===== src/core/shutdown_regs.svh =====
// Purpose: offsets, field positions, reset values and sampling counts
// Assumes: 16-bit registers on a plain strobe port with a 20-bit byte address
// Notes:   definitions only
`ifndef SHUTDOWN_REGS_SVH
`define SHUTDOWN_REGS_SVH

// ----------------------------------------------------------------------
// register offsets
// ----------------------------------------------------------------------
`define ADDR_W              20
`define CTRL_A_OFFSET       20'h8C4C0
`define CTRL_B_OFFSET       20'h8C4C8
`define IRQ_STATUS_OFFSET   20'h8C4D0
`define IRQ_MASK_OFFSET     20'h8C4D4

// ----------------------------------------------------------------------
// field positions and reset values
// ----------------------------------------------------------------------
`define DATA_W              16
`define MODE_MSB            1
`define MODE_LSB            0
`define IRQ_EN_BIT          8
`define HIZ_EN_BIT          9
`define FLAG_BIT            12
`define IRQ_A_BIT           0
`define IRQ_B_BIT           1
`define CTRL_RESET          16'h0000
`define IRQ_RESET           2'h0

// ----------------------------------------------------------------------
// sampling
// ----------------------------------------------------------------------
`define DIV_CNT_W           7
`define DIV_MASK_8          7'h07
`define DIV_MASK_16         7'h0F
`define DIV_MASK_128        7'h7F
`define LOW_CNT_W           5
`define LOW_SAMPLE_LAST     5'h0F
`define LOW_SAMPLE_COUNT    5'h10

`endif


===== src/core/shutdown_pkg.sv =====
// Purpose: types shared by the shutdown input detection files
// Assumes: nothing
// Notes:   mode codes follow the order 00 edge, 01 /8, 10 /16, 11 /128
package shutdown_pkg;

	typedef enum logic [1:0]
	{
		mode_falling_edge,
		mode_div8,
		mode_div16,
		mode_div128
	} detect_mode_type;

endpackage


===== src/core/sample_rate_divider.sv =====
// Purpose: one-cycle sampling enables at core clock /8, /16 and /128
// Assumes: single clock, synchronous active-high reset
// Notes:   all three enables come from one free-running counter
`timescale 1ns/1ps
`include "shutdown_regs.svh"

module sample_rate_divider
(
	input  wire logic core_clk_i,
	input  wire logic srst_i,
	output logic      tick8_o,
	output logic      tick16_o,
	output logic      tick128_o
);

	logic [`DIV_CNT_W-1:0] div_cnt;

	always_ff @(posedge core_clk_i)
	begin
		if (srst_i)
			div_cnt <= '0;
		else
			div_cnt <= div_cnt + 7'h01;
	end

	assign tick8_o   = (div_cnt & `DIV_MASK_8) == `DIV_MASK_8;
	assign tick16_o  = (div_cnt & `DIV_MASK_16) == `DIV_MASK_16;
	assign tick128_o = div_cnt == `DIV_MASK_128;

endmodule


===== src/core/pin_request_detect.sv =====
// Purpose: synchronise one active-low request pin and detect an accepted request
// Assumes: tick inputs are one-cycle enables on the same clock
// Notes:   accept_o is a one-cycle pulse; pin_high_o is the filtered pin level
`timescale 1ns/1ps
`include "shutdown_regs.svh"

module pin_request_detect
	import shutdown_pkg::*;
(
	input  wire logic            core_clk_i,
	input  wire logic            srst_i,
	input  wire logic            pin_n_i,
	input  wire detect_mode_type mode_i,
	input  wire logic            tick8_i,
	input  wire logic            tick16_i,
	input  wire logic            tick128_i,
	output logic                 accept_o,
	output logic                 pin_high_o
);

	logic                  sync1;
	logic                  sync2;
	logic                  sync3;
	logic                  level;
	logic                  level_prev;
	logic [`LOW_CNT_W-1:0] low_cnt;
	logic                  tick;
	logic                  falling;

	// a pin change counts once the second and third stages agree
	always_ff @(posedge core_clk_i)
	begin
		if (srst_i)
		begin
			sync1      <= 1'b1;
			sync2      <= 1'b1;
			sync3      <= 1'b1;
			level      <= 1'b1;
			level_prev <= 1'b1;
		end
		else
		begin
			sync1      <= pin_n_i;
			sync2      <= sync1;
			sync3      <= sync2;
			level      <= (sync2 == sync3) ? sync3 : level;
			level_prev <= level;
		end
	end

	assign tick = (mode_i == mode_div8)   ? tick8_i :
	              (mode_i == mode_div16)  ? tick16_i :
	              (mode_i == mode_div128) ? tick128_i : 1'b0;

	// a high sample restarts the run of low samples
	always_ff @(posedge core_clk_i)
	begin
		if (srst_i)
			low_cnt <= '0;
		else if (tick && level)
			low_cnt <= '0;
		else if (tick && low_cnt != `LOW_SAMPLE_COUNT)
			low_cnt <= low_cnt + 5'h01;
	end

	assign falling    = level_prev & ~level;
	assign accept_o   = (mode_i == mode_falling_edge) ? falling :
	                    (tick & ~level & (low_cnt == `LOW_SAMPLE_LAST));
	assign pin_high_o = level;

endmodule


===== src/core/output_shutdown_input_detect.sv =====
// Purpose: input detection of the output shutdown unit for two request pins
// Assumes: core_clk_i is the peripheral clock at 10 MHz; srst_i is synchronous
// Notes:   hiz request outputs feed the timer output stage; flags feed recovery
//
// Our own choice: strobed register access.
`timescale 1ns/1ps
`include "shutdown_regs.svh"

module output_shutdown_input_detect
	import shutdown_pkg::*;
(
	input  wire logic [`ADDR_W-1:0] reg_addr_i,
	input  wire logic               core_clk_i,
	input  wire logic               srst_i,
	input  wire logic [`DATA_W-1:0] reg_wdata_i,
	input  wire logic               reg_wr_i,
	input  wire logic               reg_rd_i,
	output logic      [`DATA_W-1:0] reg_rdata_o,
	input  wire logic               shutdown_req_pin_a_n_i,
	input  wire logic               shutdown_req_pin_b_n_i,
	output logic                    pin_a_request_flag_o,
	output logic                    pin_b_request_flag_o,
	output logic                    hiz_req_ch34_o,
	output logic                    hiz_req_ch0_o,
	output logic                    irq_o
);

	// ------------------------------------------------------------------
	// functions
	// ------------------------------------------------------------------

	// reserved positions stay zero in every read image
	function automatic logic [`DATA_W-1:0] ctrl_image
	(
		input detect_mode_type mode,
		input logic            irq_en,
		input logic            hiz_en,
		input logic            flag
	);
		logic [`DATA_W-1:0] img;
		img = `CTRL_RESET;
		img[`MODE_MSB:`MODE_LSB] = mode;
		img[`IRQ_EN_BIT] = irq_en;
		img[`HIZ_EN_BIT] = hiz_en;
		img[`FLAG_BIT] = flag;
		return img;
	endfunction

	// in sampling modes the pin must be released before a clear
	function automatic logic clear_allowed
	(
		input detect_mode_type mode,
		input logic            pin_high
	);
		return (mode == mode_falling_edge) || pin_high;
	endfunction

	// ------------------------------------------------------------------
	// state
	// ------------------------------------------------------------------
	detect_mode_type    pin_a_detect_mode;
	logic               pin_a_irq_enable;
	logic               pin_a_request_flag;
	logic               cfg_locked_a;
	logic               read_one_a;
	detect_mode_type    pin_b_detect_mode;
	logic               pin_b_irq_enable;
	logic               pin_b_hiz_enable;
	logic               pin_b_request_flag;
	logic               cfg_locked_b;
	logic               read_one_b;
	logic [1:0]         irq_status;
	logic [1:0]         irq_mask;
	logic [`DATA_W-1:0] rdata;
	logic               hiz_a;
	logic               hiz_b;
	logic               irq;

	// ------------------------------------------------------------------
	// sampling enables and pin detectors
	// ------------------------------------------------------------------
	logic tick8;
	logic tick16;
	logic tick128;
	logic accept_a;
	logic accept_b;
	logic pin_high_a;
	logic pin_high_b;

	sample_rate_divider u_divider
	(
		.core_clk_i (core_clk_i),
		.srst_i     (srst_i),
		.tick8_o    (tick8),
		.tick16_o   (tick16),
		.tick128_o  (tick128)
	);

	pin_request_detect u_detect_a
	(
		.core_clk_i (core_clk_i),
		.srst_i     (srst_i),
		.pin_n_i    (shutdown_req_pin_a_n_i),
		.mode_i     (pin_a_detect_mode),
		.tick8_i    (tick8),
		.tick16_i   (tick16),
		.tick128_i  (tick128),
		.accept_o   (accept_a),
		.pin_high_o (pin_high_a)
	);

	// same encoding and detector as pin a
	pin_request_detect u_detect_b
	(
		.core_clk_i (core_clk_i),
		.srst_i     (srst_i),
		.pin_n_i    (shutdown_req_pin_b_n_i),
		.mode_i     (pin_b_detect_mode),
		.tick8_i    (tick8),
		.tick16_i   (tick16),
		.tick128_i  (tick128),
		.accept_o   (accept_b),
		.pin_high_o (pin_high_b)
	);

	// ------------------------------------------------------------------
	// address decode
	// ------------------------------------------------------------------
	wire sel_a      = reg_addr_i == `CTRL_A_OFFSET;
	wire sel_b      = reg_addr_i == `CTRL_B_OFFSET;
	wire sel_status = reg_addr_i == `IRQ_STATUS_OFFSET;
	wire sel_mask   = reg_addr_i == `IRQ_MASK_OFFSET;
	wire wr_a       = reg_wr_i & sel_a;
	wire wr_b       = reg_wr_i & sel_b;
	wire wr_status  = reg_wr_i & sel_status;
	wire wr_mask    = reg_wr_i & sel_mask;
	wire rd_a       = reg_rd_i & sel_a;
	wire rd_b       = reg_rd_i & sel_b;

	wire detect_mode_type wr_mode = detect_mode_type'(reg_wdata_i[`MODE_MSB:`MODE_LSB]);

	// ------------------------------------------------------------------
	// flag next values
	// ------------------------------------------------------------------
	wire clr_a = wr_a & ~reg_wdata_i[`FLAG_BIT] & read_one_a
	             & clear_allowed(pin_a_detect_mode, pin_high_a);
	wire clr_b = wr_b & ~reg_wdata_i[`FLAG_BIT] & read_one_b
	             & clear_allowed(pin_b_detect_mode, pin_high_b);

	// a request in the clearing cycle keeps the flag set
	wire next_flag_a = accept_a | (pin_a_request_flag & ~clr_a);
	wire next_flag_b = accept_b | (pin_b_request_flag & ~clr_b);

	// ------------------------------------------------------------------
	// interrupt status, mask and output
	// ------------------------------------------------------------------
	wire rise_a = next_flag_a & ~pin_a_request_flag;
	wire rise_b = next_flag_b & ~pin_b_request_flag;

	wire [1:0] irq_set;
	assign irq_set[`IRQ_A_BIT] = rise_a & pin_a_irq_enable;
	assign irq_set[`IRQ_B_BIT] = rise_b & pin_b_irq_enable;

	wire [1:0] irq_w1c     = wr_status ? reg_wdata_i[1:0] : 2'h0;
	wire [1:0] next_status = irq_set | (irq_status & ~irq_w1c);
	wire [1:0] next_mask   = wr_mask ? reg_wdata_i[1:0] : irq_mask;
	wire       next_irq    = |(next_status & next_mask);

	// ------------------------------------------------------------------
	// read mux
	// ------------------------------------------------------------------
	wire [`DATA_W-1:0] image_a = ctrl_image(pin_a_detect_mode, pin_a_irq_enable,
	                                        1'b0, pin_a_request_flag);
	wire [`DATA_W-1:0] image_b = ctrl_image(pin_b_detect_mode, pin_b_irq_enable,
	                                        pin_b_hiz_enable, pin_b_request_flag);

	wire [`DATA_W-1:0] rd_value = sel_a      ? image_a :
	                              sel_b      ? image_b :
	                              sel_status ? {14'h0000, irq_status} :
	                              sel_mask   ? {14'h0000, irq_mask} :
	                              16'h0000;

	// ------------------------------------------------------------------
	// first input control and status
	// ------------------------------------------------------------------
	always_ff @(posedge core_clk_i)
	begin
		if (srst_i)
		begin
			pin_a_detect_mode <= mode_falling_edge;
			cfg_locked_a      <= 1'b0;
		end
		else if (wr_a && !cfg_locked_a)
		begin
			pin_a_detect_mode <= wr_mode;
			cfg_locked_a      <= 1'b1;
		end
	end

	always_ff @(posedge core_clk_i)
	begin
		if (srst_i)
		begin
			pin_a_irq_enable   <= 1'b0;
			pin_a_request_flag <= 1'b0;
		end
		else
		begin
			pin_a_irq_enable   <= wr_a ? reg_wdata_i[`IRQ_EN_BIT] : pin_a_irq_enable;
			pin_a_request_flag <= next_flag_a;
		end
	end

	// remembers that software saw the flag set
	always_ff @(posedge core_clk_i)
	begin
		if (srst_i)
			read_one_a <= 1'b0;
		else if (rd_a && pin_a_request_flag)
			read_one_a <= 1'b1;
		else if (wr_a)
			read_one_a <= 1'b0;
	end

	// ------------------------------------------------------------------
	// second input control and status
	// ------------------------------------------------------------------
	always_ff @(posedge core_clk_i)
	begin
		if (srst_i)
		begin
			pin_b_detect_mode <= mode_falling_edge;
			pin_b_hiz_enable  <= 1'b0;
			cfg_locked_b      <= 1'b0;
		end
		else if (wr_b && !cfg_locked_b)
		begin
			pin_b_detect_mode <= wr_mode;
			pin_b_hiz_enable  <= reg_wdata_i[`HIZ_EN_BIT];
			cfg_locked_b      <= 1'b1;
		end
	end

	always_ff @(posedge core_clk_i)
	begin
		if (srst_i)
		begin
			pin_b_irq_enable   <= 1'b0;
			pin_b_request_flag <= 1'b0;
		end
		else
		begin
			pin_b_irq_enable   <= wr_b ? reg_wdata_i[`IRQ_EN_BIT] : pin_b_irq_enable;
			pin_b_request_flag <= next_flag_b;
		end
	end

	always_ff @(posedge core_clk_i)
	begin
		if (srst_i)
			read_one_b <= 1'b0;
		else if (rd_b && pin_b_request_flag)
			read_one_b <= 1'b1;
		else if (wr_b)
			read_one_b <= 1'b0;
	end

	// ------------------------------------------------------------------
	// interrupt registers
	// ------------------------------------------------------------------
	always_ff @(posedge core_clk_i)
	begin
		if (srst_i)
		begin
			irq_status <= `IRQ_RESET;
			irq_mask   <= `IRQ_RESET;
			irq        <= 1'b0;
		end
		else
		begin
			irq_status <= next_status;
			irq_mask   <= next_mask;
			irq        <= next_irq;
		end
	end

	// ------------------------------------------------------------------
	// high-impedance requests and read data
	// ------------------------------------------------------------------
	always_ff @(posedge core_clk_i)
	begin
		if (srst_i)
		begin
			hiz_a <= 1'b0;
			hiz_b <= 1'b0;
			rdata <= 16'h0000;
		end
		else
		begin
			hiz_a <= next_flag_a;
			hiz_b <= next_flag_b & pin_b_hiz_enable;
			rdata <= reg_rd_i ? rd_value : 16'h0000;
		end
	end

	// ------------------------------------------------------------------
	// outputs
	// ------------------------------------------------------------------
	assign reg_rdata_o          = rdata;
	assign pin_a_request_flag_o = pin_a_request_flag;
	assign pin_b_request_flag_o = pin_b_request_flag;
	assign hiz_req_ch34_o       = hiz_a;
	assign hiz_req_ch0_o        = hiz_b;
	assign irq_o                = irq;

endmodule


===== config.mk =====
export PLATFORM = sky130hd
export DESIGN_NAME = output_shutdown_input_detect
export DESIGN_NICKNAME = d
export VERILOG_FILES = /design/src/core/shutdown_pkg.sv /design/src/core/sample_rate_divider.sv /design/src/core/pin_request_detect.sv /design/src/core/output_shutdown_input_detect.sv
export VERILOG_INCLUDE_DIRS = /design/src /design/src/core
export SDC_FILE = /design/constraint.sdc
export NUM_CORES = 1
export LEC_CHECK = 0
export ABC_AREA = 1
export BUFFER_PORTS_ARGS = -buffer_cell sky130_fd_sc_hd__buf_2
export CELL_PAD_IN_SITES_DETAIL_PLACEMENT = 0
export CELL_PAD_IN_SITES_GLOBAL_PLACEMENT = 1
export CORE_ASPECT_RATIO = 0.9
export CORE_MARGIN = 3
export CORE_UTILIZATION = 38
export CTS_CLUSTER_SIZE = 30
export DETAILED_ROUTE_END_ITERATION = 8
export PLACE_DENSITY_LB_ADDON = 0.1
export SKIP_CTS_REPAIR_TIMING = 1
export SYNTH_ARGS = -nofsm -noshare
export SYNTH_HDL_FRONTEND = slang
export SYNTH_HIERARCHICAL = 1
export SYNTH_SLANG_ARGS = --single-unit

===== constraint.sdc =====
create_clock -name core_clk_i -period 2.5 [get_ports core_clk_i]
set_clock_uncertainty 0.1 [all_clocks]
set_input_delay 0.375 -clock core_clk_i [delete_from_list [all_inputs] [get_ports core_clk_i]]
set_output_delay 0.375 -clock core_clk_i [all_outputs]
set_load 0.05 [all_outputs]

# Word-level counts from Yosys, hierarchy flattened
# Index checks and enable logic that the tools add are counted.
[word_totals] ff_bits=62
[op_classes] add_sub_neg=3 n_eq_ne=19 muxes=18 bitwise=39 n_reduce_logical=22
[ops] cell="$eq A20 B20 Y1 const B" count=4
[ops] cell="$mux W13" count=2
[ops] cell="$and A1 B1 Y1" count=25
[ops] cell="$mux W1" count=12
[ops] cell="$add A5 B1 Y5 const B" count=2
[ops] cell="$eq A5 B4 Y1 const B" count=2
[ops] cell="$ne A5 B5 Y1 const B" count=2
[ops] cell="$eq A2 B2 Y1 const B" count=4
[ops] cell="$logic_and A1 B1 Y1" count=8
[ops] cell="$mux W2" count=4
[ops] cell="$not A1 Y1" count=8
[ops] cell="$reduce_or A2 Y1" count=4
[ops] cell="$add A7 B1 Y7 const B" count=1
[ops] cell="$eq A7 B7 Y1 const B" count=1
[ops] cell="$reduce_or A5 Y1" count=1
[ops] cell="$and A2 B2 Y2" count=2
[ops] cell="$eq A2 B1 Y1 const B" count=2
[ops] cell="$eq A4 B4 Y1 const B" count=1
[ops] cell="$logic_not A2 Y1" count=2
[ops] cell="$reduce_bool A2 Y1" count=2
[ops] cell="$eq A3 B3 Y1 const B" count=1
[ops] cell="$reduce_or A3 Y1" count=1
[ops] cell="$eq A1 B1 Y1" count=2
[ops] cell="$logic_not A1 Y1" count=2
[ops] cell="4 further kinds" count=6

# Longest topological paths before layout
# Gate-level depths: netlist (run 1).
[depth] depth_word=13 mapped_depth=17 ltp_nobuf=17

# Modules after synthesis
# Netlist (run 1), hierarchy kept.
[by_module_without_submodules] module="output_shutdown_input_detect" n_inst=1 cells_per_inst=201 area_each_um2=1320.0
[by_module_without_submodules] module="pin_request_detect" n_inst=2 cells_per_inst=76 area_each_um2=549.3
[by_module_without_submodules] module="sample_rate_divider" n_inst=1 cells_per_inst=48 area_each_um2=331.6

# Least setup slack after synthesis (run 1)
# Ideal clock, no wire load.
[synth_path] kind="reg-to-reg" startpoint="reg u_divider.div_cnt[0]" endpoint="reg irq, in the netlist irq_o" setup_time_ns=0.058 arrival_ns=1.652 t_required_ns=2.342 slack_ns=0.690 stages_incl_launch_ff=18 n_path_buf=0 path_cell_list="dfxtp_1 > ha_1 > nand2_2 > nor2_4 > nand2_1 > inv_1 > inv_1 > nand2_1 > nand3_1 > nand2_2 > nand3_1 > nand2_1 > inv_1 > nor2_1 > nand2_1 > nand2_1 > nand3_1 > nand2_1"
[synth_via] elab_cells_between_ends=24 classes_between="eq/ne (3); mux (8); bitwise (12); reduce/logical (1)"
[synth_rtl] element="start, declared" line_no="sample_rate_divider.sv:16" source="logic [`DIV_CNT_W-1:0] div_cnt;"
[synth_rtl] element="start signal, assigned" line_no="sample_rate_divider.sv:23" source="div_cnt <= div_cnt + 7'h01;"
[synth_rtl] element="$eq A4 B4 Y1 (no line)"
[synth_rtl] element="net tick16" line_no="output_shutdown_input_detect.sv:83" source="logic tick16;"
[synth_rtl] element="$mux W1" line_no="pin_request_detect.sv:52" source="(mode_i == mode_div16) ? tick16_i :"
[synth_rtl] element="$mux W1" line_no="pin_request_detect.sv:51" source="assign tick = (mode_i == mode_div8) ? tick8_i :"
[synth_rtl] element="$and A1 B1 Y1 (2 in series)" line_no="pin_request_detect.sv:68" source="(tick & ~level & (low_cnt == `LOW_SAMPLE_LAST));"
[synth_rtl] element="$mux W1" line_no="pin_request_detect.sv:67" source="assign accept_o = (mode_i == mode_falling_edge) ? falling :"
[synth_rtl] element="net accept_a" line_no="output_shutdown_input_detect.sv:85" source="logic accept_a;"
[synth_rtl] element="$or A1 B1 Y1" line_no="output_shutdown_input_detect.sv:151" source="wire next_flag_a = accept_a | (pin_a_request_flag & ~clr_a);"
[synth_rtl] element="$and A1 B1 Y1" line_no="output_shutdown_input_detect.sv:157" source="wire rise_a = next_flag_a & ~pin_a_request_flag;"
[synth_rtl] element="$and A1 B1 Y1" line_no="output_shutdown_input_detect.sv:161" source="assign irq_set[`IRQ_A_BIT] = rise_a & pin_a_irq_enable;"
[synth_rtl] element="$or A2 B2 Y2" line_no="output_shutdown_input_detect.sv:165" source="wire [1:0] next_status = irq_set | (irq_status & ~irq_w1c);"
[synth_rtl] element="$and A2 B2 Y2" line_no="output_shutdown_input_detect.sv:167" source="wire next_irq = |(next_status & next_mask);"
[synth_rtl] element="$reduce_or A2 Y1" line_no="output_shutdown_input_detect.sv:167"
[synth_rtl] element="end signal, assigned" line_no="output_shutdown_input_detect.sv:283" source="irq <= next_irq;"
[synth_rtl] element="end, declared" line_no="output_shutdown_input_detect.sv:77" source="logic irq;"
# The timed path passes the listed nets, and every way through them passes these cells.
# A chain may end at the register's enable or synchronous reset.

# Final worst setup path (run 1)
# Ends and elaborated chain as after synthesis.

==> results of run 1 <==
## stage by stage
step,cells,worst slack [ns]
after CTS,536,0.347
final,536,0.385
after floorplan,411,0.690
after global placement,528,0.401
after global routing,536,0.00898
after detailed placement,528,0.370
## Yosys cell counts, drive strengths merged, types with 3 or more instances
cell type,n,area (um^2)
a21oi,24,139
buf,13,95.1
dfxtp,51,1020
ha,8,100
inv,74,278
nand2,100,435
nand3,30,170
nand4,15,93.8
nor2,57,258
nor3,3,15.0
o21ai,12,60.1
or2,6,37.5
## sequential cells by signal, indices dropped and copies added, names as in the netlist, 2 cells and up
name                flops
u_divider/div_cnt       7
reg_rdata_o             5
u_detect_a/low_cnt      5
u_detect_b/low_cnt      5
irq_mask                2
irq_status              2
pin_a_detect_mode       2
pin_b_detect_mode       2
## worst min-delay path by stage
stage,end,slack [ns],cells after the start
5_1_grt,u_detect_a/sync1,0.13,2
2_1_floorplan,u_detect_a/sync2,0.29,1
3_5_place_dp,u_detect_b/sync2,0.30,1
3_3_place_gp,u_detect_b/sync2,0.29,1
6_report,u_detect_a/sync1,0.15,2
4_1_cts,u_detect_a/sync1,0.14,2
## metal layers
layer | up-vias | routed length, um
met2 | 50 | 2430
met1 | 1055 | 2950
li1 | 1312 | -
met3 | 2 | 324
met5 | - | 0
met4 | 0 | 26
## layout make-up
class	instances	area, um^2
sequential	51	1020
inverter	75	283
clock buffer	6	72.6
multi-input combinational	271	1390
fill	748	3700
clock inverter	2	12.5
tap	90	113
timing repair buffer	41	208
## power breakdown
part | total [mW] | internal, mW | switching (mW)
Clock | 0.465 | 0.196 | 0.269
Sequential | 0.826 | 0.820 | 0.00592
Combinational | 0.117 | 0.0329 | 0.0838
Total | 1.41 | 1.05 | 0.358
## cell families (layout without fill, tap and decap cells)
logic type                 Yosys count  count (layout)
and+or+nand+nor                    213             213
buffers and inverters               89             124
DFF                                 51              51
AOI/OAI and AO/OA                   39              39
adders and majority gates            8               8
other                                1              11
==> summary.txt, run 1 <==
Total global routing overflow: 0
RSZ-0062 raised after global routing: no
Clk Latency, worst-skew pair: 0.30 ns
Iteration-0 DRC Markers: 96
Met3 Track Usage GR: 0.0339
Core box area: 0.00680 mm^2
Most frequent cells in the layout: nand2_1 (84), inv_1 (71), nor2_1 (51), dfxtp_1 (51), buf_2 (40)
Total wire length: 5.74 mm
Total power: 1.41 mW
Simple-gate share of the synthesized area: 0.372
Worst reg2reg path startpoint: u_divider/div_cnt[0]
Placed Area: 0.00301 mm^2
Vias per inst: 4.51
Leakage: 1.44 nW
TNS Setup: 0 ns
Minimum clock period: 2.11 ns
Fmax: 473 MHz
Hpwl dp: 4.55 mm
Antenna fix cells: 0
Gpl congestion: 0.769
Synthesized area: 0.00275 mm^2
Clk root buf: clkbuf_8
WHS: 0.152 ns
Final setup vio count: 0
Die area: 0.00830 mm^2
Reg clk slew, reported paths: 0.10 ns
Critical path depth in cells: 17
FFs w/ async S/R, synth: 0
Met1 usage: 0.214
Combinational family with the most area after synthesis: simple AND/OR/NAND/NOR gates
Arrival time worst endpoint: 2.26 ns
Critical path buffer and inverter count: 3
Max-slew violations: 0
Remaining antenna violation count after routing: 0
Synth Instances: 401
Hold Startpoint: shutdown_req_pin_a_n_i
HP Class: in2reg
CP Cell Sequence: ha_1 -> nand2_2 -> nor2_4 -> nand2_1 -> inv_1 -> inv_1 -> nand2_1 -> nand3_1 -> nand2_2 -> nand3_1 -> nand2_1 -> inv_1 -> nor2_1 -> nand2_1 -> nand2_1 -> nand3_1 -> nand2_1
First-pass GRT wire length: 9.96 mm
Die W: 95.7 um
Vias in the first global route: 2275
IO Count: 63
Crit Reg-Reg Endpoint: irq_o
Number of distinct library cells after synthesis: 29
Drt first pass iters: 4
Critical Path Fanout Max: 6
Most used routing layer: met2
Vias: 2419
VDD IR max: 0.267 mV
Initial antenna violation count: 0
Area grow syn2layout: 12.5%
Syn avg cell area: 6.86 um^2
Outcome: complete, no violations
Most common cell after layout, fill and taps aside: nand2_1
Final net count: 495
Number of clock sinks: 51
Flop2flop setup slack: 0.39 ns
Reg2Reg Depth: 17
Worst setup path end: irq_o
CP Class: reg2reg
Final period utilization: 0.846
CP top delay family: simple AND/OR/NAND/NOR gates
CP Capture Type: flip-flop
# port buffers: 40
GRT Resource Usage Total: 0.151
Sequential area share after synthesis: 0.371
CTS tree: built
Initial Util: 0.405
Final hold vios: 0
Total power divided by cell area: 455 mW/mm^2
Synth warn: 6
Seq cells post-synth: 51
Critical Path Max Stage Delay: 0.38 ns
Layout Cell Area excl Fill: 0.00309 mm^2
DRC Markers: 0
MaxCap Viol Count: 0
Worst Path Required: 2.64 ns
Synth Area in Compound Gates: 0.0805
Clk buf depth: 2
Clock H-tree levels: 2
Crit. Startpoint: u_divider/div_cnt[0]
Crit start category: flip-flop
Main synth FF type: dfxtp_1
Most common cell on crit path: nand2_1
DR WL/cell: 10.7 um
CP max-delay cell: dfxtp_1
Fraction of the mapped netlist area in adder cells: 0.0364
EDFF count, synth: 0
Mux share of post-synthesis cell area: 0
Share of cells above drive strength 1: 0.200
Final Util: 0.455
Row cnt: 28
Post-Synth XOR/XNOR Area: 0
Met2 Resource Use GR: 0.235
Die Ht: 86.7 um
CTS buffer count: 5
Largest net degree at the start of global routing: 23
Note: power is estimated with default switching activity, not from simulation.
==> run 2: changes to the inputs <==
--- a/config.mk
+++ b/config.mk
@@ -12,7 +12,7 @@
 export CELL_PAD_IN_SITES_GLOBAL_PLACEMENT = 1
 export CORE_ASPECT_RATIO = 0.9
 export CORE_MARGIN = 3
-export CORE_UTILIZATION = 38
+export CORE_UTILIZATION = 34
 export CTS_CLUSTER_SIZE = 30
 export DETAILED_ROUTE_END_ITERATION = 8
 export PLACE_DENSITY_LB_ADDON = 0.1
==> constraint.sdc (replaced) <==
create_clock -name core_clk_i -period 1.7 [get_ports core_clk_i]
set_clock_uncertainty 0.1 [all_clocks]
set_input_delay 0.255 -clock core_clk_i [delete_from_list [all_inputs] [get_ports core_clk_i]]
set_output_delay 0.255 -clock core_clk_i [all_outputs]
set_load 0.05 [all_outputs]
==> summary.txt, run 2 (synthesis results as in run 1) <==
Outcome: complete, but fails checks
Failing checks: negative setup slack
TNS Setup: -0.0432 ns (-0.0432 ns)
Worst reg2reg path startpoint: u_divider/div_cnt[0]
Critical Path Fanout Max: 4 (-2)
Die W: 101 um (+5.4%)
First-pass GRT wire length: 10.3 mm (+3.9%)
Row cnt: 30 (+7.1%)
Crit Reg-Reg Endpoint: irq_o
Worst Setup Slack, final: -0.0432 ns (-0.428 ns)
Initial Util: 0.357 (-0.0472)
CP Class: reg2reg
Comb power frac: 0.090 (+0.007)
Largest net degree at the start of global routing: 16 (-30%)
Fmax: 574 MHz (+21%)
RSZ-0062 raised after global routing: yes
Number of clock sinks: 51 (unchanged)
Critical path depth in cells: 13 (-4)
Iteration-0 DRC Markers: 89 (-7.3%)
Drt first pass iters: 4 (unchanged)
Antenna fix cells: 0 (unchanged)
Crit start category: flip-flop
Clock network power share: 0.342 (+0.012)
HP Class: in2reg
Core box area: 0.00769 mm^2 (+13%)
Total wire length: 6.13 mm (+6.9%)
# port buffers: 40 (unchanged)
Most common cell on crit path: nand2_2
Remaining antenna violation count after routing: 0 (unchanged)
Gpl congestion: 0.761 (-1.0%)
Leakage: 1.59 nW (+10%)
Share of cells above drive strength 1: 0.291 (+0.0919)
Clock H-tree levels: 2 (unchanged)
Area grow syn2layout: 22.7%
IO Count: 63 (unchanged)
Cell Int Power: 1.60 mW (+53%)
DR WL/cell: 10.8 um (+1.3%)
CP top delay family: simple AND/OR/NAND/NOR gates
Critical path buffer and inverter count: 2 (-1)
Final period utilization: 1.03 (+0.179)
Total power: 2.14 mW (+52%)
Worst Path Required: 1.84 ns (-0.80 ns)
MaxCap Viol Count: 0 (unchanged)
Minimum clock period: 1.74 ns (-0.372 ns)
CTS buffer count: 5 (unchanged)
Vias: 2482 (+2.6%)
Vias per inst: 4.39 (-2.8%)
Clk root buf: clkbuf_8
Flop2flop setup slack: -0.04 ns (-0.43 ns)
Max-slew violations: 0 (unchanged)
Reg clk slew, reported paths: 0.09 ns (about the same)
Total global routing overflow: 0 (unchanged)
Final setup vio count: 1 (+1)
Most common cell after layout, fill and taps aside: nand2_1
Total power divided by cell area: 634 mW/mm^2 (+39%)
Reg2Reg Depth: 13 (-4)
Die Ht: 91.3 um (+5.3%)
Largest register FFs: 7 (unchanged)
GRT Resource Usage Total: 0.138 (-0.0124)
Final hold vios: 0 (unchanged)
Biggest register: u_divider/div_cnt
Clk buf depth: 2 (unchanged)
Flop pwr share: 0.568 (-0.019)
Net Sw Power: 536 uW (+50%)
Worst Hold End: u_detect_b/sync1
Hpwl dp: 4.92 mm (+8.1%)
Most frequent cells in the layout: nand2_1 (75), inv_1 (66), nor2_1 (50), dfxtp_1 (49), buf_2 (40)
CP Cell Sequence: ha_4 -> buf_4 -> ha_1 -> nand3_1 -> nand2_2 -> nand3_2 -> nand2_2 -> inv_2 -> nor2_4 -> nand2_2 -> nand2_2 -> nand3_2 -> nand2_1
Arrival time worst endpoint: 1.89 ns (-0.37 ns)
Initial antenna violation count: 0 (unchanged)
CP Capture Type: flip-flop
CTS tree: built
Critical Path Max Stage Delay: 0.36 ns (-0.02 ns)
VDD IR max: 0.324 mV (+21%)
Worst Hold Depth: 2 (unchanged)
DRC Markers: 0 (unchanged)
Die area: 0.00921 mm^2 (+11%)
Clk Latency, worst-skew pair: 0.30 ns (about the same)
Hold Startpoint: shutdown_req_pin_b_n_i
Switching Share: 0.250 (-0.00410)
Vias in the first global route: 2272 (-0.13%)
CP max-delay cell: dfxtp_2
Final net count: 519 (+4.8%)
[run 2: worst max-delay path by stage]
stage / slack, ns / to / start
6_report: -0.04 / irq_o / u_divider/div_cnt[0]
5_1_grt: -0.18 / irq_o / u_divider/div_cnt[0]
4_1_cts: -0.15 / irq_o / u_divider/div_cnt[1]
3_5_place_dp: -0.13 / irq_o / u_divider/div_cnt[1]
3_3_place_gp: -0.07 / irq_o / u_divider/div_cnt[1]
2_1_floorplan: -0.01 / irq_o / u_divider/div_cnt[1]
[run 2: area by class of cell]
type                    instances  area (um^2)
repair buffers                 65          392
clock buffers                   7         86.3
clock inverters                 1         8.76
flip-flops and latches         51         1020
inverters                      75          283
well taps                      96          120
multi-input cells             271         1460
fillers                       831         4320
[run 2: power by group through the flow]
stage	clock, mW	sequential, mW	combinational (mW)
finish	0.731	1.22	0.193
global placement	0	1.24	0.190
CTS	0.775	1.22	0.192
global route	0.835	1.22	0.214
floorplan	0	1.25	0.135
detailed placement	0	1.24	0.192
[run 2: layer usage]
| layer | vias to the layer above | global-route usage | share of wire |
|---|---|---|---|
| met2 | 41 | 0.197 | 0.41 |
| met3 | 4 | 0.0300 | 0.049 |
| met5 | - | 0 | 0 |
| met1 | 1081 | 0.210 | 0.54 |
| li1 | 1356 | - | - |
| met4 | 0 | 0.0303 | 0.0078 |
[run 2: stage by stage]
stage          cell area, um^2  utilization  std cells  worst slack [ns]  hold WS [ns]
5_1_grt                   3370        0.439        566            -0.181        0.0171
2_1_floorplan             2820            -        411          -0.00962         0.214
3_5_place_dp              3190        0.415        554            -0.130         0.292
6_report                  3370        0.439        566           -0.0432        0.0327
4_1_cts                   3290        0.427        562            -0.154        0.0188
3_3_place_gp              3190        0.415        554           -0.0681         0.295
==> run 3: changes to the inputs <==
--- a/config.mk
+++ b/config.mk
@@ -16,6 +16,7 @@
 export CTS_CLUSTER_SIZE = 30
 export DETAILED_ROUTE_END_ITERATION = 8
 export PLACE_DENSITY_LB_ADDON = 0.1
+export RECOVER_POWER = 25
 export SKIP_CTS_REPAIR_TIMING = 1
 export SYNTH_ARGS = -nofsm -noshare
 export SYNTH_HDL_FRONTEND = slang
==> summary.txt, run 3 (synthesis results as in run 1) <==
Hpwl dp: 4.92 mm (unchanged)
Switching Share: 0.251 (+0.000289)
Number of clock sinks: 51 (unchanged)
Vias in the first global route: 2272 (unchanged)
Total power divided by cell area: 635 mW/mm^2 (+0.14%)
Clock H-tree levels: 2 (unchanged)
Total power: 2.14 mW (-0.12%)
GRT Resource Usage Total: 0.138 (unchanged)
Critical Path Max Stage Delay: 0.36 ns (about the same)
Core box area: 0.00769 mm^2 (unchanged)
Drt first pass iters: 4 (unchanged)
Fmax: 574 MHz (about the same)
MaxCap Viol Count: 0 (unchanged)
Reg clk slew, reported paths: 0.09 ns (about the same)
DRC Markers: 0 (unchanged)
Crit start category: flip-flop
Most frequent cells in the layout: nand2_1 (75), inv_1 (66), nor2_1 (50), dfxtp_1 (49), buf_2 (39)
RSZ-0062 raised after global routing: yes
Largest net degree at the start of global routing: 16 (unchanged)
VDD IR max: 0.324 mV (about the same)
Outcome: complete, but fails checks
Leakage: 1.58 nW (-0.63%)
Vias: 2478 (-0.16%)
Clk root buf: clkbuf_8
CTS buffer count: 5 (unchanged)
Comb power frac: 0.089 (about the same)
Minimum clock period: 1.74 ns (+0.000387 ns)
Net Sw Power: 536 uW (about the same)
Worst Setup Slack, final: -0.0436 ns (-0.000387 ns)
IO Count: 63 (unchanged)
Critical Path Fanout Max: 4 (unchanged)
CP Capture Type: flip-flop
# port buffers: 40 (unchanged)
Clk buf depth: 2 (unchanged)
Clk Latency, worst-skew pair: 0.30 ns (about the same)
Final period utilization: 1.03 (about the same)
Die area: 0.00921 mm^2 (unchanged)
CTS tree: built
Worst Path Required: 1.84 ns (about the same)
First-pass GRT wire length: 10.3 mm (unchanged)
Placed Area: 0.00319 mm^2 (unchanged)
Initial antenna violation count: 0 (unchanged)
Total global routing overflow: 0 (unchanged)
CP max-delay cell: dfxtp_2
Most common cell on crit path: nand2_2
Gpl congestion: 0.761 (unchanged)
Final net count: 519 (unchanged)
Slew HR: 0.631
Remaining antenna violation count after routing: 0 (unchanged)
Die Ht: 91.3 um (unchanged)
Flop2flop setup slack: -0.04 ns (about the same)
DR WL/cell: 10.8 um (about the same)
Clock network power share: 0.342 (about the same)
Max-slew violations: 0 (unchanged)
Most common cell after layout, fill and taps aside: nand2_1
Final hold vios: 0 (unchanged)
Largest register FFs: 7 (unchanged)
Area grow syn2layout: 22.4%
Biggest register: u_divider/div_cnt
Cell Int Power: 1.60 mW (-0.16%)
Die W: 101 um (unchanged)
CP Cell Sequence: ha_4 -> buf_4 -> ha_1 -> nand3_1 -> nand2_2 -> nand3_2 -> nand2_2 -> inv_2 -> nor2_4 -> nand2_2 -> nand2_2 -> nand3_2 -> nand2_1
Share of cells above drive strength 1: 0.285 (-0.00638)
Antenna fix cells: 0 (unchanged)
Layout Cell Area excl Fill: 0.00337 mm^2 (-0.26%)
HP Class: in2reg
Initial Util: 0.357 (unchanged)
Iteration-0 DRC Markers: 89 (unchanged)
Final setup vio count: 1 (unchanged)
Vias per inst: 4.38 (-0.16%)
Failing checks: negative setup slack
Total wire length: 6.14 mm (about the same)
CP Class: reg2reg
Least-Margin Pin Slew: 0.553 ns
Row cnt: 30 (unchanged)
Flop pwr share: 0.569 (about the same)
Arrival time worst endpoint: 1.89 ns (about the same)
## run 3: changes by cell type in the layout (fill, tap and decap cells not counted), sizes merged
| cell | change |
|---|---|
| buf | -3 |
| clkbuf | +3 |
## run 3: worst max-delay path, delay by kind of cell, from the launching register on
kind / cells / cell delay [ns]
and+or+nand+nor: 9 / 0.70
adders and majority gates: 2 / 0.38
buffers and inverters: 2 / 0.16
DFF: 1 / 0.36
## run 3: final cells by class
cell class              count  area [um^2]
fillers                   832         4330
multi-input cells         271         1460
flip-flops and latches     51         1020
repair buffers             65          383
inverters                  75          283
well taps                  96          120
clock buffers               7         86.3
clock inverters             1         8.76
## run 3: worst paths after layout
| path | endpoint | start | cells after the start |
|---|---|---|---|
| worst min register to register | u_detect_b/sync2 | u_detect_b/sync1 | 1 |
| worst max-delay path | irq_o | u_divider/div_cnt[0] | 13 |
| worst min-delay path | u_detect_b/sync1 | shutdown_req_pin_b_n_i | 2 |
| worst max register to register | irq_o | u_divider/div_cnt[0] | 13 |
## run 3: stage by stage
stage / hold slack [ns] / cells / setup TNS (ns) / setup slack, ns / util
4_1_cts: 0.0188 / 562 / -0.542 / -0.154 / 0.427
2_1_floorplan: 0.214 / 411 / -0.00962 / -0.00962 / -
3_5_place_dp: 0.292 / 554 / -0.366 / -0.130 / 0.415
3_3_place_gp: 0.295 / 554 / -0.115 / -0.0681 / 0.415
6_report: 0.0332 / 566 / -0.0436 / -0.0436 / 0.437
5_1_grt: 0.0171 / 566 / -0.984 / -0.181 / 0.437
## run 3: routing by layer
metal	part of all wire	wire length (um)	vias up	track usage
li1	-	-	1357	-
met1	0.54	3300	1076	0.210
met2	0.40	2480	41	0.197
met3	0.050	304	4	0.0300
met4	0.0078	48	0	0.0303
met5	0	0	-	0
## run 3: power by group through the flow
| stage | Combinational (mW) | Clock, mW | Sequential (mW) |
|---|---|---|---|
| floorplan | 0.135 | 0 | 1.25 |
| global placement | 0.190 | 0 | 1.24 |
| detailed placement | 0.192 | 0 | 1.24 |
| CTS | 0.192 | 0.775 | 1.22 |
| global route | 0.211 | 0.835 | 1.22 |
| finish | 0.190 | 0.731 | 1.22 |
